`src/hw/qmec_pkg.sv`:
```
package qmec_pkg;

  // Pin bundles
  typedef logic [3:0] qmec_nib_t;
  typedef logic [7:0] qmec_byte_t;

  // Serial instructions
  localparam qmec_byte_t CMD_READ_STATUS1 = 8'h05;
  localparam qmec_byte_t CMD_READ_STATUS2 = 8'h35;
  localparam qmec_byte_t CMD_WRITE_STATUS = 8'h01;
  localparam qmec_byte_t CMD_ENTER_FOUR_WIRE = 8'h38;
  localparam qmec_byte_t CMD_EXIT_FOUR_WIRE = 8'hff;
  localparam qmec_byte_t CMD_RESET_ENABLE = 8'h66;
  localparam qmec_byte_t CMD_RESET = 8'h99;
  localparam qmec_byte_t CMD_QUAD_IO_READ = 8'heb;
  localparam qmec_byte_t CMD_READ_DISCOVERY = 8'h5a;

  // Status register layout
  localparam int unsigned QE_BIT = 1;
  localparam qmec_byte_t BUSY_MASK = 8'h01;
  localparam qmec_byte_t SR1_WR_MASK = 8'hfc;
  localparam qmec_byte_t SR1_RST = 8'h00;
  localparam qmec_byte_t SR2_RST = 8'h00;
  localparam logic [1:0] WR_BYTES = 2'h2;

  // Continuous read mode bits
  localparam qmec_nib_t MODE_STAY_NIB = 4'ha;
  localparam qmec_byte_t MODE_EXIT = 8'h00;
  localparam qmec_nib_t EXIT_NIB = 4'hf;
  localparam logic [3:0] EXIT_CLOCKS = 4'h8;

  // Frame geometry, in bits or clocks
  localparam logic [4:0] BYTE_BITS = 5'h08;
  localparam logic [4:0] ADDR_BITS = 5'h18;
  localparam logic [4:0] QREAD_DUMMY_CLKS = 5'h04;
  localparam logic [4:0] DISC_DUMMY_CLKS = 5'h08;
  localparam logic [4:0] NO_PHASE_END = 5'h1f;

  // Discovery table contents
  localparam logic [23:0] DISC_REL_ADDR = 24'h00006c;
  localparam qmec_byte_t DISC_REL_VALUE = 8'he8;
  localparam qmec_byte_t DISC_BLANK = 8'hff;

  // Output enables
  localparam qmec_nib_t OE_QUAD = 4'hf;
  localparam qmec_nib_t OE_SINGLE = 4'h2;
  localparam qmec_nib_t OE_OFF = 4'h0;

  // Synchroniser reset levels: sclk, cs_n, io3..io0
  localparam logic [5:0] PIN_SYNC_RST = 6'h10;

  // Wishbone register map (byte addresses)
  localparam logic [3:0] REG_CTRL = 4'h0;
  localparam logic [3:0] REG_STATE = 4'h4;
  localparam logic [3:0] REG_SR1 = 4'h8;
  localparam logic [3:0] REG_SR2 = 4'hc;

endpackage : qmec_pkg

```
`src/hw/qmec_pin_if.sv`:
```
`timescale 1ns/1ps
interface qmec_pin_if;
  import qmec_pkg::*;
  logic sclk_rise;
  logic sclk_fall;
  logic sel;
  logic sel_start;
  logic sel_end;
  qmec_nib_t din;

  modport front (output sclk_rise, output sclk_fall, output sel, output sel_start,
    output sel_end, output din);
  modport core (input sclk_rise, input sclk_fall, input sel, input sel_start,
    input sel_end, input din);
endinterface : qmec_pin_if

```
`src/hw/qmec_pin_sync.sv`:
```
`timescale 1ns/1ps
module qmec_pin_sync (
  input wire logic clk_i,
  input wire logic rst_i,
  input wire logic sclk_i,
  input wire logic cs_n_i,
  input wire qmec_pkg::qmec_nib_t io_i,
  qmec_pin_if.front pins
);
  import qmec_pkg::*;

  localparam int unsigned NPIN = 6;
  logic [NPIN-1:0] raw;
  logic [NPIN-1:0] s1_r;
  logic [NPIN-1:0] s2_r;
  logic sclk_d_r;
  logic sel_d_r;

  assign raw = {sclk_i, cs_n_i, io_i};

  ////////////////////////////////////////////////////////////////////////////
  // Two-flop synchronisers, chip select parks deselected
  generate
    for (genvar g = 0; g < NPIN; g++)
    begin : g_sync
      always_ff @(posedge clk_i)
      begin
        if (rst_i)
        begin
          s1_r[g] <= PIN_SYNC_RST[g];
          s2_r[g] <= PIN_SYNC_RST[g];
        end
        else
        begin
          s1_r[g] <= raw[g];
          s2_r[g] <= s1_r[g];
        end
      end
    end
  endgenerate

  // Edge history, taken only from the second stage
  always_ff @(posedge clk_i)
  begin
    if (rst_i)
    begin
      sclk_d_r <= 1'b0;
      sel_d_r <= 1'b0;
    end
    else
    begin
      sclk_d_r <= s2_r[5];
      sel_d_r <= ~s2_r[4];
    end
  end

  // Data is taken from the same stage as the clock, so it is aligned
  assign pins.sclk_rise = s2_r[5] & ~sclk_d_r;
  assign pins.sclk_fall = ~s2_r[5] & sclk_d_r;
  assign pins.sel = ~s2_r[4];
  assign pins.sel_start = ~s2_r[4] & ~sel_d_r;
  assign pins.sel_end = s2_r[4] & sel_d_r;
  assign pins.din = s2_r[3:0];

endmodule : qmec_pin_sync

```
`src/hw/qmec_quad_mode_ctrl.sv`:
```
`timescale 1ns/1ps
// Notes on behaviour
// [RULE1] The quad line enable flag lives in bit 1 of the second status register.
// [RULE2] Instruction 05h returns the first status register, 35h the second one.
// [RULE3] Instruction 01h with two bytes sets the flag from bit 1 of the second byte.
// [RULE4] While the flag is set the hold and write-protect pin functions are off.
// [RULE5] The host sets the flag before entering continuous quad read with mode bits A5h.
// [RULE6] Mode bits with upper nibble A keep the continuous quad read going.
// [RULE7] Mode bits 00h end continuous quad read once the current read finishes.
// [RULE8] Fh on all four lines for 8 clocks ends continuous quad read before the next read.
// [RULE9] Continuous quad read omits the instruction and moves address and data on four lines.
// [RULE10] With the flag set, instruction 38h enters four-wire command mode.
// [RULE11] Instruction FFh in four-wire command mode returns to single-wire commands.
// [RULE12] Reset-enable 66h then reset 99h also leaves four-wire command mode.
// [RULE13] The discovery table returns E8h at parameter-relative byte 6Ch.
// [RULE14] Input is taken on the rising serial clock edge, output changes on the falling one.
// [RULE15] Bit 0 of the first status register is busy, 1 busy and 0 ready.
// [RULE16] In four-wire command mode every phase moves four bits per clock.
module qmec_quad_mode_ctrl #(
  parameter logic [23:0] DISC_PARAM_BASE = 24'h000030
) (
  input wire logic clk_i,
  input wire logic rst_i,
  input wire logic wb_cyc_i,
  input wire logic wb_stb_i,
  input wire logic wb_we_i,
  input wire logic [3:0] wb_adr_i,
  input wire logic [3:0] wb_sel_i,
  input wire logic [31:0] wb_dat_i,
  output logic [31:0] wb_dat_o,
  output logic wb_ack_o,
  input wire logic sclk_i,
  input wire logic cs_n_i,
  input wire qmec_pkg::qmec_nib_t io_i,
  output qmec_pkg::qmec_nib_t io_o,
  output qmec_pkg::qmec_nib_t io_oe_o,
  output logic hold_func_en_o,
  output logic wp_func_en_o
);
  import qmec_pkg::*;

  typedef enum logic [7:0] {
    ST_IDLE = 8'h01,
    ST_CMD = 8'h02,
    ST_ADDR = 8'h04,
    ST_MODE = 8'h08,
    ST_DUMMY = 8'h10,
    ST_OUT = 8'h20,
    ST_IN = 8'h40,
    ST_SKIP = 8'h80
  } qmec_state_e;

  // Clocks a phase of the given bit count takes on one or four lines
  function automatic logic [4:0] clocks_for(input logic [4:0] bits, input logic q);
    return q ? {2'b00, bits[4:2]} : bits;
  endfunction : clocks_for

  // [RULE13] Discovery byte lookup
  // Byte presented for a read instruction at a given address
  function automatic qmec_byte_t out_byte(input qmec_byte_t cmd, input logic [23:0] adr,
                                          input qmec_byte_t s1, input qmec_byte_t s2);
    logic hit;
    hit = (adr == DISC_PARAM_BASE + DISC_REL_ADDR);
    case (cmd)
      CMD_READ_STATUS1: return s1;
      CMD_READ_STATUS2: return s2;
      CMD_READ_DISCOVERY: return hit ? DISC_REL_VALUE : DISC_BLANK;
      default: return adr[7:0];
    endcase
  endfunction : out_byte

  qmec_state_e st_r, st_nxt;
  logic [4:0] cnt_r, cnt_nxt;
  logic [23:0] sh_r, sh_nxt;
  logic quad_r, quad_nxt;
  qmec_byte_t cmd_r, cmd_nxt;
  logic [23:0] addr_r, addr_nxt;
  qmec_byte_t tx_r, tx_nxt;
  logic [4:0] txcnt_r, txcnt_nxt;
  qmec_nib_t dout_r, dout_nxt;
  qmec_nib_t oe_r, oe_nxt;
  logic cont_r, cont_nxt;
  logic req_r, req_nxt;
  logic four_r, four_nxt;
  logic rsten_r, rsten_nxt;
  logic [3:0] ffcnt_r, ffcnt_nxt;
  logic ffrun_r, ffrun_nxt;
  logic [1:0] wcnt_r, wcnt_nxt;
  logic [15:0] wr_r, wr_nxt;
  qmec_byte_t sr1_r, sr1_nxt;
  qmec_byte_t sr2_r, sr2_nxt;
  logic hold_r;
  logic busy;
  qmec_byte_t sr1_view;
  logic rise;
  logic fall;
  logic [23:0] rx_word;
  qmec_byte_t rx_byte;
  logic [4:0] cnt_inc;
  logic [4:0] phase_len;
  logic done;
  logic commit;
  logic [4:0] out_len;
  logic out_last;

  qmec_pin_if pins ();

  ////////////////////////////////////////////////////////////////////////////
  // Pin front end and register slave
  qmec_pin_sync u_sync (
    .clk_i(clk_i),
    .rst_i(rst_i),
    .sclk_i(sclk_i),
    .cs_n_i(cs_n_i),
    .io_i(io_i),
    .pins(pins.front)
  );

  qmec_wb_regs u_regs (
    .clk_i(clk_i),
    .rst_i(rst_i),
    .wb_cyc_i(wb_cyc_i),
    .wb_stb_i(wb_stb_i),
    .wb_we_i(wb_we_i),
    .wb_adr_i(wb_adr_i),
    .wb_sel_i(wb_sel_i),
    .wb_dat_i(wb_dat_i),
    .wb_dat_o(wb_dat_o),
    .wb_ack_o(wb_ack_o),
    // [RULE1] Flag from bit 1
    .qe_i(sr2_r[QE_BIT]),
    .cont_i(cont_r),
    .four_i(four_r),
    .sr1_i(sr1_view),
    .sr2_i(sr2_r),
    .busy_o(busy)
  );

  ////////////////////////////////////////////////////////////////////////////
  // [RULE14] Edges gated by select
  assign rise = pins.sclk_rise & pins.sel;
  assign fall = pins.sclk_fall & pins.sel;
  // [RULE16] Width follows the phase: one line or four
  assign rx_word = quad_r ? {sh_r[19:0], pins.din} : {sh_r[22:0], pins.din[0]};
  assign rx_byte = rx_word[7:0];
  assign cnt_inc = cnt_r + 5'h01;
  // [RULE15] Busy level shown in bit 0
  assign sr1_view = (sr1_r & ~BUSY_MASK) | (busy ? BUSY_MASK : 8'h00);
  assign commit = pins.sel_end & (wcnt_r == WR_BYTES);
  assign out_len = clocks_for(BYTE_BITS, quad_r);
  assign out_last = (txcnt_r == out_len - 5'h01);

  // Phase length per state; skip never ends on its own
  assign phase_len = (st_r == ST_CMD) ? clocks_for(BYTE_BITS, quad_r) :
                     (st_r == ST_ADDR) ? clocks_for(ADDR_BITS, quad_r) :
                     (st_r == ST_MODE) ? clocks_for(BYTE_BITS, 1'b1) :
                     (st_r == ST_DUMMY) ? ((cmd_r == CMD_QUAD_IO_READ) ? QREAD_DUMMY_CLKS :
                                           DISC_DUMMY_CLKS) :
                     (st_r == ST_IN) ? clocks_for(BYTE_BITS, quad_r) : NO_PHASE_END;
  assign done = rise & (cnt_inc == phase_len);

  ////////////////////////////////////////////////////////////////////////////
  // Frame engine: select edges first, then serial clock edges
  always_comb
  begin
    st_nxt = st_r;
    cnt_nxt = cnt_r;
    sh_nxt = sh_r;
    quad_nxt = quad_r;
    cmd_nxt = cmd_r;
    addr_nxt = addr_r;
    tx_nxt = tx_r;
    txcnt_nxt = txcnt_r;
    dout_nxt = dout_r;
    oe_nxt = oe_r;
    cont_nxt = cont_r;
    req_nxt = req_r;
    four_nxt = four_r;
    rsten_nxt = rsten_r;
    ffcnt_nxt = ffcnt_r;
    ffrun_nxt = ffrun_r;
    wcnt_nxt = wcnt_r;
    wr_nxt = wr_r;
    sr1_nxt = sr1_r;
    sr2_nxt = sr2_r;
    if (pins.sel_start)
    begin
      // [RULE9] Continuous read starts straight at the address
      st_nxt = cont_r ? ST_ADDR : ST_CMD;
      cmd_nxt = cont_r ? CMD_QUAD_IO_READ : cmd_r;
      // [RULE16] Four-wire mode widens the instruction too
      quad_nxt = cont_r | four_r;
      cnt_nxt = 5'h00;
      ffcnt_nxt = 4'h0;
      ffrun_nxt = cont_r;
      wcnt_nxt = 2'h0;
      req_nxt = cont_r;
      oe_nxt = OE_OFF;
    end
    else if (pins.sel_end)
    begin
      st_nxt = ST_IDLE;
      oe_nxt = OE_OFF;
      // [RULE7] Mode change takes effect only as the read ends
      cont_nxt = req_r;
      if (commit)
      begin
        // [RULE3] Second byte carries the flag
        sr1_nxt = (wr_r[15:8] & SR1_WR_MASK) | (sr1_r & ~SR1_WR_MASK);
        sr2_nxt = wr_r[7:0];
      end
    end
    else if (rise)
    begin
      sh_nxt = rx_word;
      cnt_nxt = done ? 5'h00 : cnt_inc;
      if (done)
      begin
        unique case (st_r)
          ST_CMD:
          begin
            cmd_nxt = rx_byte;
            rsten_nxt = 1'b0;
            st_nxt = ST_SKIP;
            case (rx_byte)
              // [RULE2] Status reads pick the register by instruction
              CMD_READ_STATUS1, CMD_READ_STATUS2:
              begin
                st_nxt = ST_OUT;
                tx_nxt = out_byte(rx_byte, addr_r, sr1_view, sr2_r);
                txcnt_nxt = 5'h00;
              end
              CMD_WRITE_STATUS: st_nxt = ST_IN;
              // [RULE10] Entry only with the flag already set
              CMD_ENTER_FOUR_WIRE: four_nxt = four_r | sr2_r[QE_BIT];
              // [RULE11] Back to single-wire commands
              CMD_EXIT_FOUR_WIRE: four_nxt = 1'b0;
              CMD_RESET_ENABLE: rsten_nxt = 1'b1;
              // [RULE12] Reset only counts right after reset-enable
              CMD_RESET:
              begin
                four_nxt = four_r & ~rsten_r;
                req_nxt = req_r & ~rsten_r;
              end
              // [RULE5] Quad read ignored while the flag is clear
              CMD_QUAD_IO_READ:
              begin
                st_nxt = sr2_r[QE_BIT] ? ST_ADDR : ST_SKIP;
                quad_nxt = 1'b1;
              end
              CMD_READ_DISCOVERY: st_nxt = ST_ADDR;
              default: st_nxt = ST_SKIP;
            endcase
          end
          ST_ADDR:
          begin
            addr_nxt = rx_word;
            st_nxt = (cmd_r == CMD_QUAD_IO_READ) ? ST_MODE : ST_DUMMY;
          end
          ST_MODE:
          begin
            // [RULE6] Any A nibble stays, 00h and others leave
            req_nxt = (rx_word[7:4] == MODE_STAY_NIB);
            st_nxt = ST_DUMMY;
          end
          ST_DUMMY:
          begin
            st_nxt = ST_OUT;
            tx_nxt = out_byte(cmd_r, addr_r, sr1_view, sr2_r);
            txcnt_nxt = 5'h00;
          end
          ST_IN:
          begin
            wcnt_nxt = wcnt_r + 2'h1;
            wr_nxt = {wr_r[7:0], rx_byte};
            st_nxt = (wcnt_r == WR_BYTES - 2'h1) ? ST_SKIP : ST_IN;
          end
          ST_IDLE, ST_OUT, ST_SKIP: ;
        endcase
      end
      // [RULE8] Fh for 8 clocks from frame start cancels continuous read
      if (ffrun_r)
      begin
        ffrun_nxt = (pins.din == EXIT_NIB) && (ffcnt_r != EXIT_CLOCKS - 4'h1);
        ffcnt_nxt = ffcnt_r + 4'h1;
        if ((pins.din == EXIT_NIB) && (ffcnt_r == EXIT_CLOCKS - 4'h1))
        begin
          req_nxt = 1'b0;
          st_nxt = ST_SKIP;
        end
      end
    end
    else if (fall && (st_r == ST_OUT))
    begin
      // [RULE14] New output bits only after a falling edge
      dout_nxt = quad_r ? tx_r[7:4] : {2'b00, tx_r[7], 1'b0};
      oe_nxt = quad_r ? OE_QUAD : OE_SINGLE;
      txcnt_nxt = out_last ? 5'h00 : txcnt_r + 5'h01;
      addr_nxt = out_last ? addr_r + 24'h000001 : addr_r;
      tx_nxt = out_last ? out_byte(cmd_r, addr_r + 24'h000001, sr1_view, sr2_r) :
               (quad_r ? {tx_r[3:0], 4'h0} : {tx_r[6:0], 1'b0});
    end
  end

  ////////////////////////////////////////////////////////////////////////////
  // State registers
  always_ff @(posedge clk_i)
  begin
    if (rst_i)
    begin
      st_r <= ST_IDLE;
      cnt_r <= 5'h00;
      sh_r <= 24'h000000;
      quad_r <= 1'b0;
      cmd_r <= 8'h00;
      addr_r <= 24'h000000;
      tx_r <= 8'h00;
      txcnt_r <= 5'h00;
      dout_r <= 4'h0;
      oe_r <= OE_OFF;
      cont_r <= 1'b0;
      req_r <= 1'b0;
      four_r <= 1'b0;
      rsten_r <= 1'b0;
      ffcnt_r <= 4'h0;
      ffrun_r <= 1'b0;
      wcnt_r <= 2'h0;
      wr_r <= 16'h0000;
      sr1_r <= SR1_RST;
      sr2_r <= SR2_RST;
    end
    else
    begin
      st_r <= st_nxt;
      cnt_r <= cnt_nxt;
      sh_r <= sh_nxt;
      quad_r <= quad_nxt;
      cmd_r <= cmd_nxt;
      addr_r <= addr_nxt;
      tx_r <= tx_nxt;
      txcnt_r <= txcnt_nxt;
      dout_r <= dout_nxt;
      oe_r <= oe_nxt;
      cont_r <= cont_nxt;
      req_r <= req_nxt;
      four_r <= four_nxt;
      rsten_r <= rsten_nxt;
      ffcnt_r <= ffcnt_nxt;
      ffrun_r <= ffrun_nxt;
      wcnt_r <= wcnt_nxt;
      wr_r <= wr_nxt;
      sr1_r <= sr1_nxt;
      sr2_r <= sr2_nxt;
    end
  end

  // [RULE4] Flag set turns hold and write-protect into data lines
  always_ff @(posedge clk_i)
  begin
    if (rst_i)
      hold_r <= 1'b1;
    else
      hold_r <= ~sr2_r[QE_BIT];
  end

  assign io_o = dout_r;
  assign io_oe_o = oe_r;
  assign hold_func_en_o = hold_r;
  assign wp_func_en_o = hold_r;
endmodule : qmec_quad_mode_ctrl

```
`src/hw/qmec_wb_regs.sv`:
```
`timescale 1ns/1ps
module qmec_wb_regs (
  input wire logic clk_i,
  input wire logic rst_i,
  input wire logic wb_cyc_i,
  input wire logic wb_stb_i,
  input wire logic wb_we_i,
  input wire logic [3:0] wb_adr_i,
  input wire logic [3:0] wb_sel_i,
  input wire logic [31:0] wb_dat_i,
  output logic [31:0] wb_dat_o,
  output logic wb_ack_o,
  input wire logic qe_i,
  input wire logic cont_i,
  input wire logic four_i,
  input wire qmec_pkg::qmec_byte_t sr1_i,
  input wire qmec_pkg::qmec_byte_t sr2_i,
  output logic busy_o
);
  import qmec_pkg::*;

  logic ack_r;
  logic busy_r;
  logic [31:0] dat_r;
  logic take;
  logic wr_ctrl;
  logic [31:0] rd_word;

  ////////////////////////////////////////////////////////////////////////////
  // Decode; one ack per request, unmapped reads give zero
  assign take = wb_cyc_i & wb_stb_i & ~ack_r;
  assign wr_ctrl = take & wb_we_i & wb_sel_i[0] & (wb_adr_i == REG_CTRL);
  assign rd_word = (wb_adr_i == REG_CTRL) ? {31'h0, busy_r} :
                   (wb_adr_i == REG_STATE) ? {29'h0, four_i, cont_i, qe_i} :
                   (wb_adr_i == REG_SR1) ? {24'h0, sr1_i} :
                   (wb_adr_i == REG_SR2) ? {24'h0, sr2_i} : 32'h0;

  // Ack and read data registered together
  always_ff @(posedge clk_i)
  begin
    if (rst_i)
    begin
      ack_r <= 1'b0;
      dat_r <= 32'h0;
    end
    else
    begin
      ack_r <= take;
      dat_r <= take ? rd_word : dat_r;
    end
  end

  // Software-driven array busy level
  always_ff @(posedge clk_i)
  begin
    if (rst_i)
      busy_r <= 1'b0;
    else if (wr_ctrl)
      busy_r <= wb_dat_i[0];
  end

  assign wb_ack_o = ack_r;
  assign wb_dat_o = dat_r;
  assign busy_o = busy_r;

endmodule : qmec_wb_regs

```
`config.mk`:
```
export PLATFORM = sky130hd
export DESIGN_NAME = qmec_quad_mode_ctrl
export DESIGN_NICKNAME = d
export VERILOG_FILES = /design/src/hw/qmec_pkg.sv /design/src/hw/qmec_pin_if.sv /design/src/hw/qmec_pin_sync.sv /design/src/hw/qmec_quad_mode_ctrl.sv /design/src/hw/qmec_wb_regs.sv
export SDC_FILE = /design/constraint.sdc
export NUM_CORES = 1
export LEC_CHECK = 0
export BUFFER_PORTS_ARGS = -buffer_cell sky130_fd_sc_hd__buf_2
export CAP_MARGIN = 15
export CORE_ASPECT_RATIO = 2
export CORE_MARGIN = 1.5
export CORE_UTILIZATION = 30
export CTS_CLUSTER_SIZE = 25
export DETAILED_ROUTE_END_ITERATION = 8
export PLACE_DENSITY = 0.58
export SLEW_MARGIN = 20
export SYNTH_ARGS = -nofsm -noshare
export SYNTH_HDL_FRONTEND = slang
export SYNTH_SLANG_ARGS = --single-unit
```
`constraint.sdc`:
```
create_clock -name clk_i -period 2.8 [get_ports clk_i]
set_input_delay 0.28 -clock clk_i [delete_from_list [all_inputs] [get_ports clk_i]]
set_output_delay 0.28 -clock clk_i [all_outputs]
set_load 0.01 [all_outputs]
```
# Yosys cells after proc, flatten, opt, wreduce, memory -nomap -nowiden
# Cells that the tools add are included.
[totals] ff_bits=182 latch_bits=0 mem_bits_rw=0 mem_bits_ro=0 input_bits=51 out_inout_bits=43 elab_cells=220 n_memories=0
[classes] add_sub_neg=6 n_mul=0 div_mod_pow=0 order_cmp=0 eq_ne=38 n_shift=0 muxes=78 bitwise_logic=29 reduce_logical=31
[op_table] operator="$mux 8" count=21
[op_table] operator="$mux 24" count=6
[op_table] operator="$mux 32" count=3
[op_table] operator="$mux 5" count=15
[op_table] operator="$pmux 8 s3" count=3
[op_table] operator="$eq 24x8->1 const B" count=2
[op_table] operator="$pmux 8 s5" count=1
[op_table] operator="$eq 8x6->1 const B" count=4
[op_table] operator="$eq 8x7->1 const B" count=4
[op_table] operator="$eq 8x8->1 const B" count=4
[op_table] operator="$pmux 8 s4" count=1
[op_table] operator="$add 24x1->24 const B" count=1
[op_table] operator="$eq 8x3->1 const B" count=3
[op_table] operator="$reduce_and 5->1" count=4
[op_table] operator="$mux 1" count=19
[op_table] operator="$reduce_and 6->1" count=3
[op_table] operator="$eq 4x4->1 const B" count=4
[op_table] operator="$mux 4" count=4
[op_table] operator="$pmux 8 s2" count=1
[op_table] operator="$and 1x1->1" count=15
[op_table] operator="$reduce_bool 2->1" count=6
[op_table] operator="$add 5x1->5 const B" count=2
[op_table] operator="$eq 5x5->1" count=2
[op_table] operator="$not 1->1" count=10
[op_table] operator="other kinds (30)" count=44

# Longest topological paths before layout
# Gate-level depths: netlist (run 1).
[logic_depth] ltp_word=14 ltp_mapped=12 depth_no_buf=10

# By module
# Synthesis (run 1) repeated with hierarchy kept, for this count alone.
[unflattened] hier_cells=1160 hier_area_um2=9197.6
[by_module_without_submodules] mod="qmec_quad_mode_ctrl" n_inst=1 cells_each=1040 area_per_inst_um2=8026.4 seq_area_each_um2=2562.5
[by_module_without_submodules] mod="qmec_wb_regs" n_inst=1 cells_each=82 area_per_inst_um2=734.5 seq_area_each_um2=200.2
[by_module_without_submodules] mod="qmec_pin_sync" n_inst=1 cells_each=38 area_per_inst_um2=436.7 seq_area_each_um2=280.3

# Least setup slack after synthesis (run 1)
# Ideal clock, no wire load.
[synth_path] path_kind="register to register" from="register st_r[3]" to="register wr_r[1]" t_arrival_ps=2440 path_slack_ps=244 path_stages_with_launch=11 path_cell_list="dfxtp_1 -> buf_4 -> or4_4 -> nor2_4 -> a221oi_2 -> xnor2_2 -> nor4b_4 -> buf_6 -> nand4_4 -> buf_6 -> a31o_1"
[synth_via] elab_chain_cells=9
[synth_rtl] element="start, declared" line_no="qmec_quad_mode_ctrl.sv:72" source="qmec_state_e st_r, st_nxt;"
[synth_rtl] element="start signal, assigned" line_no="qmec_quad_mode_ctrl.sv:334" source="st_r <= st_nxt;"
[synth_rtl] element="$eq 8x7->1" line_no="qmec_quad_mode_ctrl.sv:159, qmec_quad_mode_ctrl.sv:219"
[synth_rtl] element="$mux 5" line_no="qmec_quad_mode_ctrl.sv:159" source="(st_r == ST_IN) ? clocks_for(BYTE_BITS, quad_r) : NO_PHASE_END;"
[synth_rtl] element="$mux 5" line_no="qmec_quad_mode_ctrl.sv:157" source="(st_r == ST_DUMMY) ? ((cmd_r == CMD_QUAD_IO_READ) ? QREAD_DUMMY_CLKS :"
[synth_rtl] element="$mux 5" line_no="qmec_quad_mode_ctrl.sv:156" source="(st_r == ST_MODE) ? clocks_for(BYTE_BITS, 1'b1) :"
[synth_rtl] element="$mux 5" line_no="qmec_quad_mode_ctrl.sv:155" source="(st_r == ST_ADDR) ? clocks_for(ADDR_BITS, quad_r) :"
[synth_rtl] element="$mux 5" line_no="qmec_quad_mode_ctrl.sv:154" source="assign phase_len = (st_r == ST_CMD) ? clocks_for(BYTE_BITS, quad_r) :"
[synth_rtl] element="$eq 5x5->1" line_no="qmec_quad_mode_ctrl.sv:160" source="assign done = rise & (cnt_inc == phase_len);"
[synth_rtl] element="$and 1x1->1" line_no="qmec_quad_mode_ctrl.sv:160"
[synth_rtl] element="$reduce_and 5->1 (no source line) (*)"
[synth_rtl] element="end signal, assigned" line_no="qmec_quad_mode_ctrl.sv:351" source="wr_r <= wr_nxt;"
[synth_rtl] element="end, declared" line_no="qmec_quad_mode_ctrl.sv:89" source="logic [15:0] wr_r, wr_nxt;"
# Mark *: on every way between the ends. The rest lies on a longest branch, timed or not.
# A chain may end at the register's enable or synchronous reset.

# Worst setup path in the final report (run 1)
[layout_path] from="register st_r[2]" to="register addr_r[0]"
[layout_via] elab_chain_cells=10
[layout_rtl] element="$eq 8x7->1" line_no="qmec_quad_mode_ctrl.sv:159"
[layout_rtl] element="$mux 5" line_no="qmec_quad_mode_ctrl.sv:159"
[layout_rtl] element="$mux 5" line_no="qmec_quad_mode_ctrl.sv:157"
[layout_rtl] element="$mux 5" line_no="qmec_quad_mode_ctrl.sv:156"
[layout_rtl] element="$mux 5" line_no="qmec_quad_mode_ctrl.sv:155"
[layout_rtl] element="$mux 5" line_no="qmec_quad_mode_ctrl.sv:154"
[layout_rtl] element="$eq 5x5->1" line_no="qmec_quad_mode_ctrl.sv:160"
[layout_rtl] element="$and 1x1->1" line_no="qmec_quad_mode_ctrl.sv:160"
[layout_rtl] element="$ne 2x1->1 (no source line)"
[layout_rtl] element="$reduce_and 6->1 (no source line) (*)"
[layout_rtl] element="end signal, assigned" line_no="qmec_quad_mode_ctrl.sv:339" source="addr_r <= addr_nxt;"
[layout_rtl] element="end, declared" line_no="qmec_quad_mode_ctrl.sv:77" source="logic [23:0] addr_r, addr_nxt;"
# Marks and branches as above.

==> results of run 1 <==
-- report_power, final --
group	switching (mW)	leakage [nW]	total, mW	internal [mW]
clock	0.994	0.295	2.54	1.55
combinational	0.172	2.51	0.268	0.0969
sequential	0.0202	1.23	2.20	2.18
total	1.19	4.04	5.01	3.82
-- registers in the layout, summed over array words and instances, names as in the netlist, 4 cells and up --
| name | cells |
|---|---|
| tx_r | 8 |
| txcnt_r | 5 |
| wr_r | 14 |
| sh_r | 23 |
| st_r | 8 |
| u_regs.wb_dat_o | 8 |
| ffcnt_r | 4 |
| u_sync.s1_r | 6 |
| sr2_r | 8 |
| addr_r | 24 |
| sr1_r | 6 |
| u_sync.pins.din | 4 |
| io_o | 4 |
| cnt_r | 5 |
| cmd_r | 8 |
-- final cells by class --
| cell class | instances | area share (%) |
|---|---|---|
| tap | 368 | 4.17 |
| sequential | 152 | 27.6 |
| multi-input combinational | 826 | 50.0 |
| clock inverter | 13 | 1.73 |
| timing repair buffer | 156 | 11.4 |
| inverter | 29 | 0.985 |
| clock buffer | 19 | 4.10 |
-- metrics by stage --
| stage | total power [mW] | cells | cell area (um2) | setup WS (ns) |
|---|---|---|---|---|
| after global routing | 5.16 | 1563 | 11100 | -0.0694 |
| after detailed placement | 2.50 | 1517 | 10000 | -0.102 |
| after global placement | 2.50 | 1517 | 10000 | -0.104 |
| after CTS | 5.05 | 1555 | 10900 | 0.00265 |
| final | 5.01 | 1563 | 11100 | -0.0291 |
| after floorplan | 2.43 | 1131 | 9220 | 0.244 |
-- cell usage after synthesis (9+ instances only) --
library cell  instances  area, um2
buf_1                12       45.0
xnor2_1              14        123
mux2_2               12        135
o31ai_1              18        135
nand2_1              79        297
o21ai_0              22        110
a211oi_1             34        255
inv_1                29        109
dfxtp_1             152       3040
mux2i_1              53        531
buf_2                12       60.1
nor2b_1              16        100
a21oi_1              73        365
nand4_1              15       93.8
buf_4                36        270
o32ai_1              11       96.3
nor4_1               12       75.1
nor2_1              135        507
ha_1                  9        113
o211ai_1             17        128
nand2b_1              9       56.3
and3_1               10       62.6
clkbuf_1             52        195
a22oi_1              10       75.1
nand3_1              36        180
a31oi_1              19        119
nor3_1               33        165
-- routing by layer --
layer  routed length, um  track usage (%)  vias to the layer above  part of all wire (%)
li1                    -                -                     4172                     -
met1               10400             18.1                     4153                    34
met2               16700             36.4                      236                    55
met3                1020             3.24                      111                   3.3
met4                2430             15.8                        0                   7.9
met5                   0                0                        -                     0
-- what timing repair did --
item / CTS / global route
gates cloned: 2 / 2
hold buffers: 1 / 0
gates resized for setup: 14 / 30
endpoints found under the hold margin: 1 / 0
pin swaps: 5 / 16
setup buffers: 3 / 6
endpoints found under the setup margin: 6 / 62
-- cells by family (layout without fill, tap and decap cells) --
| logic type | Yosys count | count (layout) | synth area share [%] |
|---|---|---|---|
| and+or+nand+nor | 414 | 414 | 24.0 |
| AOI/OAI and AO/OA | 292 | 292 | 23.2 |
| buffers and inverters | 153 | 217 | 8.71 |
| DFF | 152 | 152 | 33.3 |
| muxes | 65 | 65 | 7.29 |
| xor gates and xnor gates | 22 | 22 | 2.19 |
| adders and majority gates | 9 | 9 | 1.23 |
| other | 1 | 24 | 0.0410 |
-- critical path, delay by kind of cell (launching register included) --
kind,cells,cell delay [ns]
AND/OR/NAND/NOR,3,0.76
buffers and inverters,3,0.52
flip-flops,1,0.33
XOR/XNOR,1,0.27
AO/OA/AOI/OAI,4,0.84
-- worst max path at each step --
stage / start / to / slack [ns] / depth (start not counted)
2_1_floorplan: st_r[3] / wr_r[1] / 0.24 / 10
3_3_place_gp: st_r[3] / st_r[4] / -0.10 / 10
3_5_place_dp: st_r[3] / st_r[4] / -0.10 / 10
4_1_cts: st_r[4] / addr_r[0] / 0.003 / 9
5_1_grt: st_r[0] / addr_r[0] / -0.07 / 11
6_report: st_r[2] / addr_r[0] / -0.03 / 11
-- cells in the final DEF, fill, tap and decap left out, drive strengths merged, types with 18 or more instances in the layout --
cell,count
o21ai,24
mux2i,53
nor2,136
nor3,35
nand3,37
a21oi,74
a31oi,19
conb,24
dfxtp,152
nand2,80
buf,152
clkbuf,21
o31ai,18
a211oi,35
inv,32
==> impl_results.md, run 1 <==
- Leak pwr: approximately 4 nW
- Vias in the first global route: around 8400
- Hold Path Sink: u_sync.s1_r[2]
- Ys async rst share: 0%
- Starting Density: 30.4%
- Total number of vias: ~8700
- Hold Crit Depth: 2
- Nature of the critical path startpoint: flip-flop
- Die Area: roughly 0.032 mm2
- WL/cell: between 15 and 20 um
- Pwr per Cell Area: ~450 mW/mm2
- Overflow after GRT: 0
- Setup violators final: 1
- Final hold slack: 0.0461 ns
- Avg Inst Size Synth: about 8.2 um2
- Type of the worst setup path: reg -> reg
- Clock Path Buffers: 2
- Cells after Synth: around 1100
- Max-cap violation count: 0
- CTS tree: built
- CTS sink cnt: ~150
- CTS HTree Levels: 4
- Maximum VDD drop: 0.000430 V
- Tmin final: between 2 and 3 ns
- Worst r2r path cells: 11
- Final core utilization: between 30% and 40%
- First-pass GRT wire length: roughly 47 mm
- Register area share after synthesis: between 30% and 40%
- Synth warn: 0
- Crit-path max FO: 8
- Hold Startpoint: io_i[2]
- Cells along the critical path: or4_4, buf_4, nor2_4, a221oi_2, xnor2_2, nor3_2, buf_4, a32oi_4, buf_12, o41ai_1, a311o_1
- Synth Flop Type: dfxtp_1
- Cell variety after synth: 103
- Post-DP HPWL: 22.3 mm
- HP Class: in -> reg
- Initial antenna violation count: 0
- # diodes: 0
- Core ar.: ~0.03 mm2
- Tightest Pin Transition: 0.846 ns
- Final hold vios: 0
- DRT Pass-1 Iters: 5
- CP arrival: between 3 and 4 ns
- GRT Overall Usage: 19.4%
- Starting DRT DRC Count: roughly 600
- Netlist Area Pre-Place: about 0.009 mm2
- Pins Over Slew Limit: 0
- DRC errors left: 0
- Post-synthesis register bit count: between 150 and 200
- Final worst-path setup slack: -0.0291 ns
- Root Buffer: clkbuf_16
- Slowest stage delay, CP: between 0.5 and 0.6 ns
- Flop-to-flop setup slack: -0.03 ns
- RD Place Congestion: 0.941
- RR Endpoint: addr_r[0]
- Fin nets: about 1200
- Vias per std cell: about 5.5
- Element type at the critical path end: flip-flop
- Share of cells above drive strength 1: 22.2%
- Footprint of the multi-input gates: ~0.0055 mm2
- Die W: roughly 130 um
- Inserted Clock Buffers: 17
- Setup Skew: about 0.0099 ns
- Pin count of the biggest net entering global routing: 131
- Reg2reg start: st_r[2]
- Slowest CP cell: or4_4
- Area grow syn2layout: 21.0%
- Tcrit/Tclk final: 101%
- Req. time, crit path: approximately 3.1 ns
- IO Port Bufs: 35
- Register area: a little over 0.003 mm2
- Status: complete, but fails checks
- Setup TNS: -0.0291 ns
- Detail Route Antenna Nets: 0
- Most common cell on crit path: buf_4
- Cell row count: 90
- Final WL: 30.6 mm
- Clock Pin Slew Worst Setup and Hold Paths: 0.06 ns
- IO Pins: between 90 and 100
- Die span in y: around 250 um
- Slew headroom: between 40% and 50%
- Fmax: between 300 and 400 MHz
- Post-synth EDFFs: 0
- RSZ-0062 raised after global routing: true
- Failing checks: setup timing
- FILL cells: 3008
- Clk_lat worst skew: 0.45 ns
(Power assumes the default switching activity.)
==> run 2, diff against run 1 <==
--- a/config.mk
+++ b/config.mk
@@ -8,11 +8,12 @@
 export BUFFER_PORTS_ARGS = -buffer_cell sky130_fd_sc_hd__buf_2
 export CAP_MARGIN = 15
 export CORE_ASPECT_RATIO = 2
-export CORE_MARGIN = 1.5
+export CORE_MARGIN = 5
 export CORE_UTILIZATION = 30
 export CTS_CLUSTER_SIZE = 25
 export DETAILED_ROUTE_END_ITERATION = 8
 export PLACE_DENSITY = 0.58
+export SETUP_SLACK_MARGIN = 0.5
 export SLEW_MARGIN = 20
 export SYNTH_ARGS = -nofsm -noshare
 export SYNTH_HDL_FRONTEND = slang
==> run 2 against run 1 <==
Against the previous run:
- the flow now finishes without violations
- fmax up 4.4%
- utilization up 3.0 points
- global-route usage down 0.69 points
- hold slack worse by 0.025 ns
- via count up 4.7%
- total power down 3.8%
- sequential power about the same
- critical path type unchanged
- critical endpoint is now addr_r[1]
==> impl_results.md, run 2 (synthesized netlist as in run 1, its figures left out) <==
- Worst r2r path cells: 13 (+2)
- Footprint of the multi-input gates: 0.00601 mm2 (+8.8%)
- Final worst-path setup slack: 0.0895 ns (+0.119 ns)
- M1 WL: 11.3 mm (+8.0%)
- Req. time, crit path: 3.17 ns (+0.03 ns)
- CTS sink cnt: 152 (unchanged)
- Reg2reg start: st_r[0]
- WL/cell: 20.4 um (+4.0%)
- Fmax: 369 MHz (+4.4%)
- Largest regs: addr_r (24), sh_r (23), wr_r (14)
- Tmin final: 2.71 ns (-0.119 ns)
- Overall power: 4.81 mW (-3.8%)
- Register area: 0.00307 mm2 (+0.53%)
- Final hold slack: 0.0211 ns (-0.0250 ns)
- Area grow syn2layout: 31.4%
- Commonest non-fill, non-tap cell in the layout: buf_4
- HP Class: in -> reg
- Hold Buf Count CTS: 0 (-1)
- Clock Path Buffers: 2 (unchanged)
- Crit-path max FO: 6 (-2)
- Inserted Clock Buffers: 17 (unchanged)
- Share of cells above drive strength 1: 31.5% (+9.4 points)
- Core ar.: 0.0302 mm2 (+0.37%)
- Setup violators final: 0 (-1)
- CP startpoint: st_r[0]
- DRC errors left: 0 (unchanged)
- DRT Pass-1 Iters: 5 (unchanged)
- Cell row count: 90 (unchanged)
- Pin count of the biggest net entering global routing: 44 (-66%)
- # diodes: 0 (unchanged)
- Overflow after GRT: 0 (unchanged)
- Clock power frac: 47.9% (-2.8 points)
- Fin nets: 1293 (+4.1%)
- Max FFs per register: 24 (unchanged)
- Nature of the critical path startpoint: flip-flop
- Die Area: 0.0343 mm2 (+8.5%)
- Die W: 133 um (+5.5%)
- Sw Ratio: 25.8% (+2.1 points)
- CTS HTree Levels: 4 (unchanged)
- First-pass GRT wire length: 50.3 mm (+7.1%)
- RD Place Congestion: 0.976 (+3.7%)
- Die span in y: 257 um (+2.8%)
- FILL cells: 2979 (-0.96%)
- Starting Density: 30.3% (-0.11 points)
- Detail Route Antenna Nets: 0 (unchanged)
- Status: finished, final reports clean
- Total number of vias: 9078 (+4.7%)
- Type of the worst setup path: reg -> reg
- Pins Over Slew Limit: 0 (unchanged)
- RR Endpoint: addr_r[1]
- Vias in the first global route: 9000 (+7.3%)
- Setup Skew: 0.00992 ns (+0.00000952 ns)
- CP arrival: 3.08 ns (-0.09 ns)
- Final core utilization: 39.8% (+3.0 points)
- GRT Overall Usage: 18.8% (-0.69 points)
- Initial antenna violation count: 0 (unchanged)
- Slowest CP cell: dfxtp_2
- Clock Pin Slew Worst Setup and Hold Paths: 0.07 ns (about the same)
- Dpl ws: 0.00466 ns (+0.106 ns)
- Tcrit/Tclk final: 96.8% (-4.2 points)
- Element type at the critical path end: flip-flop
- Final WL: 32.9 mm (+7.4%)
- Max-cap violation count: 0 (unchanged)
- Maximum VDD drop: 0.000409 V (-4.8%)
- Slew headroom: 38.7% (-4.8 points)
- Most frequent cells in the layout: 142 x buf_4, 135 x dfxtp_1, 134 x nor2_1, 78 x nand2_1, 65 x a21oi_1
- Slowest stage delay, CP: 0.34 ns (-0.20 ns)
- Pwr per Cell Area: 401 mW/mm2 (-11%)
- Post-DP HPWL: 23.1 mm (+3.9%)
- WL met3: 1.34 mm (+32%)
- Reg power frac: 45.6% (+1.7 points)
- Setup crit end: addr_r[1]
- Met2 routed WL: 17.7 mm (+5.5%)
- RSZ-0062 raised after global routing: true
- DR top layer: met4
- Pint: 3.57 mW (-6.5%)
- Combinational fraction of design power: 6.4% (+1.0 points)
- Cells along the critical path: buf_6, nor4_4, and4b_2, a221oi_2, a21o_1, xor2_2, buf_6, a32oi_4, buf_12, buf_12, buf_16, nand2_1, a21oi_1
- IO Port Bufs: 35 (unchanged)
- Flop-to-flop setup slack: 0.09 ns (+0.12 ns)
- CTS tree: built
- IO Pins: 94 (unchanged)
- Root Buffer: clkbuf_16
- Leak pwr: 4.42 nW (+9.4%)
- Sw Pwr: 1.24 mW (+4.9%)
- Starting DRT DRC Count: 606 (+1.5%)
- Tightest Pin Transition: 0.894 ns (+0.0473 ns)
- Clk_lat worst skew: 0.44 ns (about the same)
- Largest Register: addr_r
- Vias per std cell: 5.62 (+1.4%)
- Final hold vios: 0 (unchanged)
## run 2: per-layer routing
layer  vias to the layer above  GRT usage, %
li1                       4273             -
met1                      4343          17.9
met2                       322          35.6
met3                       140          3.04
met4                         0          13.4
met5                         -             0
## run 2: through the flow
stage	cells	cell area (um2)	TNS, ns
after floorplan	1131	9380	0
after global placement	1548	10400	0
after detailed placement	1548	10400	0
after CTS	1611	11700	0
after global routing	1614	12000	-0.0521
final	1614	12000	0
## run 2: area by class of cell
type	count	area share, %
multi-input combinational	826	50.1
sequential	152	25.6
timing repair buffer	207	14.8
tap	368	3.84
clock buffer	19	3.69
clock inverter	13	1.17
inverter	29	0.907
## run 2: what timing repair did
| action | CTS | global route |
|---|---|---|
| pin swaps | 49 | 19 |
| resized for setup | 90 | 46 |
| hold endpoints to repair | 0 | 0 |
| gates cloned | 7 | 1 |
| endpoints found under the setup margin | 77 | 79 |
| setup buffers | 24 | 2 |
## run 2: worst max-delay path: cells and delay by family, from the launching register on
kind	cells	cell delay, ns
buffers and inverters	5	0.73
DFF	1	0.34
AOI/OAI and AO/OA	4	0.69
xor gates and xnor gates	1	0.16
and+or+nand+nor	3	0.70
## run 2: power groups by stage
stage / Combinational [mW] / Clock (mW) / Sequential (mW)
final: 0.310 / 2.31 / 2.20
after global routing: 0.331 / 2.44 / 2.20
after CTS: 0.302 / 2.35 / 2.20
after detailed placement: 0.265 / 0 / 2.25
after global placement: 0.262 / 0 / 2.25
after floorplan: 0.205 / 0 / 2.24
## run 2: worst min path at each step
stage | endpoint | slack, ns | start | cells after the start
final | u_sync.s1_r[4] | 0.02 | cs_n_i | 2
after global routing | u_sync.s1_r[4] | 0.03 | cs_n_i | 2
after CTS | u_sync.s1_r[4] | 0.009 | cs_n_i | 2
after detailed placement | u_sync.s2_r[4] | 0.41 | u_sync.s1_r[4] | 1
after global placement | u_sync.s2_r[4] | 0.41 | u_sync.s1_r[4] | 1
after floorplan | u_sync.s1_r[4] | 0.38 | cs_n_i | 1
==> run 3, diff against run 2 <==
==> constraint.sdc (replaced) <==
create_clock -name clk_i -period 3.17 [get_ports clk_i]
set_input_delay 0.317 -clock clk_i [delete_from_list [all_inputs] [get_ports clk_i]]
set_output_delay 0.317 -clock clk_i [all_outputs]
set_load 0.01 [all_outputs]
==> run 3 against run 2 <==
Against the previous run:
- combinational power shrank 23%
- sequential share of layout area grew 2.5 points
- die area did not move
- utilization is 3.3 points lower
- routed wire length is 4.1% lower
- largest cell class unchanged
- critical endpoint is now wr_r[14]
- total power shrank 12%
- register-to-register slack better by 0.30 ns
- global-route usage decreased by 1.1 points
- clock skew rose by 0.00083 ns
==> impl_results.md, run 3 (synthesized netlist as in run 1, its figures left out) <==
- Initial antenna violation count: 1 (+1)
- Total number of vias: 8805 (-3.0%)
- Hold Buf Count CTS: 0 (unchanged)
- DRC errors left: 0 (unchanged)
- Fmax: 360 MHz (-2.4%)
- Largest Register: addr_r
- Share of cells above drive strength 1: 23.3% (-8.2 points)
- Setup violators final: 0 (unchanged)
- Pwr per Cell Area: 385 mW/mm2 (-4.1%)
- Tcrit/Tclk final: 87.6% (-9.2 points)
- Overall power: 4.23 mW (-12%)
- Fin nets: 1219 (-5.7%)
- Max FFs per register: 24 (unchanged)
- DRT Pass-1 Iters: 5 (unchanged)
- First-pass GRT wire length: 47.2 mm (-6.2%)
- Worst r2r path cells: 11 (-2)
- CP startpoint: st_r[5]
- Flop-to-flop setup slack: 0.39 ns (+0.30 ns)
- RSZ-0062 raised after global routing: true
- Die span in y: 257 um (unchanged)
- Nature of the critical path startpoint: flip-flop
- CTS tree: built
- RR Endpoint: wr_r[14]
- Footprint of the multi-input gates: 0.00563 mm2 (-6.3%)
- Core ar.: 0.0302 mm2 (unchanged)
- HP Class: in -> reg
- Reg2reg start: st_r[5]
- Inserted Clock Buffers: 17 (unchanged)
- Maximum VDD drop: 0.000292 V (-29%)
- Met2 routed WL: 16.7 mm (-5.3%)
- Leak pwr: 3.96 nW (-10%)
- Commonest non-fill, non-tap cell in the layout: nor2_1
- Root Buffer: clkbuf_16
- Most frequent cells in the layout: 134 x nor2_1, 131 x dfxtp_1, 79 x buf_4, 78 x nand2_1, 67 x a21oi_1
- M1 WL: 10.1 mm (-11%)
- Vias per std cell: 5.72 (+1.7%)
- Slew headroom: 35.9% (-2.8 points)
- Post-DP HPWL: 22.6 mm (-2.3%)
- Type of the worst setup path: reg -> reg
- Die W: 133 um (unchanged)
- Setup Skew: 0.0108 ns (+0.000834 ns)
- Crit-path max FO: 5 (-1)
- # diodes: 0 (unchanged)
- Vias in the first global route: 8437 (-6.3%)
- Area grow syn2layout: 20.5%
- Clock Pin Slew Worst Setup and Hold Paths: 0.07 ns (about the same)
- Status: finished, final reports clean
- IO Port Bufs: 35 (unchanged)
- Pins Over Slew Limit: 0 (unchanged)
- Largest regs: addr_r (24), sh_r (23), wr_r (14)
- DR top layer: met4
- Tmin final: 2.78 ns (+0.0657 ns)
- Max-cap violation count: 0 (unchanged)
- IO Pins: 94 (unchanged)
- Die Area: 0.0343 mm2 (unchanged)
- WL met3: 1.22 mm (-8.8%)
- CTS sink cnt: 152 (unchanged)
- GRT Overall Usage: 17.7% (-1.1 points)
- Starting DRT DRC Count: 485 (-20%)
- Setup TNS: 0 ns (unchanged)
- CP arrival: 3.08 ns (about the same)
- Overflow after GRT: 0 (unchanged)
- Detail Route Antenna Nets: 0 (unchanged)
- RD Place Congestion: 0.983 (+0.71%)
- Clk_lat worst skew: 0.45 ns (about the same)
- Final hold vios: 0 (unchanged)
- WL/cell: 20.5 um (+0.49%)
- Setup crit end: wr_r[14]
- Req. time, crit path: 3.48 ns (+0.31 ns)
- Tightest Pin Transition: 0.954 ns (+0.0606 ns)
- Final WL: 31.5 mm (-4.1%)
- Starting Density: 30.3% (unchanged)
- FILL cells: 3038 (+2.0%)
- CTS HTree Levels: 4 (unchanged)
- Register area: 0.00309 mm2 (+0.73%)
- Cell row count: 90 (unchanged)
- Clock Path Buffers: 2 (unchanged)
- Pin count of the biggest net entering global routing: 76 (+73%)
- Final hold slack: 0.0502 ns (+0.0291 ns)
- Element type at the critical path end: flip-flop
## run 3: worst min path at each step
stage	start	to	depth (start not counted)
detailed placement	u_sync.s1_r[4]	u_sync.s2_r[4]	1
global route	cs_n_i	u_sync.s1_r[4]	2
global placement	u_sync.s1_r[4]	u_sync.s2_r[4]	1
CTS	cs_n_i	u_sync.s1_r[4]	2
floorplan	u_sync.s1_r[4]	u_sync.s2_r[4]	1
finish	cs_n_i	u_sync.s1_r[4]	2
## run 3: where the power goes
part | leakage [nW] | internal (mW) | total [mW] | switching (mW)
Clock | 0.290 | 1.06 | 2.06 | 0.995
Sequential | 1.24 | 1.92 | 1.94 | 0.0194
Combinational | 2.43 | 0.0824 | 0.238 | 0.156
Total | 3.96 | 3.06 | 4.23 | 1.17
## run 3: final cells by class
cell class	count	area share, %
clock buffers	17	3.86
clock inverters	15	1.50
inverters	29	0.989
multi-input cells	826	51.1
flip-flops and latches	152	28.1
well taps	368	4.18
repair buffers	133	10.3
## run 3: timing repair
| action | 4_1_cts | 5_1_grt |
|---|---|---|
| buffers inserted | 16 | 13 |
| pin swaps | 7 | 37 |
| gates cloned | 2 | 6 |
| setup endpoints to repair | 77 | 75 |
| resized for setup | 34 | 48 |
## run 3: per-layer routing
metal  GRT usage (%)  vias up
li1                -     4125
met1            15.5     4172
met2            33.2      354
met3            2.73      154
met4            16.5        0
met5               0        -
## run 3: critical path, stage by stage, from the launching register on
cell and delay [ns]:
dfxtp_4 0.37, or4b_4 0.59, nor4_4 0.25, a221oi_2 0.06, a21o_1 0.22, xor2_4 0.27
buf_6 0.15, buf_6 0.11, nand4_4 0.18, buf_12 0.22, mux2i_2 0.16, nor2_1 0.05
## run 3: stage by stage
stage / instance area [um2] / setup WS (ns) / std cells / util, %
after detailed placement: 9680 / 0.226 / 1471 / 32.1
after global routing: 11000 / 0.313 / 1540 / 36.5
final: 11000 / 0.394 / 1540 / 36.5
after global placement: 9680 / 0.225 / 1471 / 32.1
after floorplan: 9220 / 0.614 / 1131 / -
after CTS: 10600 / 0.455 / 1521 / 35.1
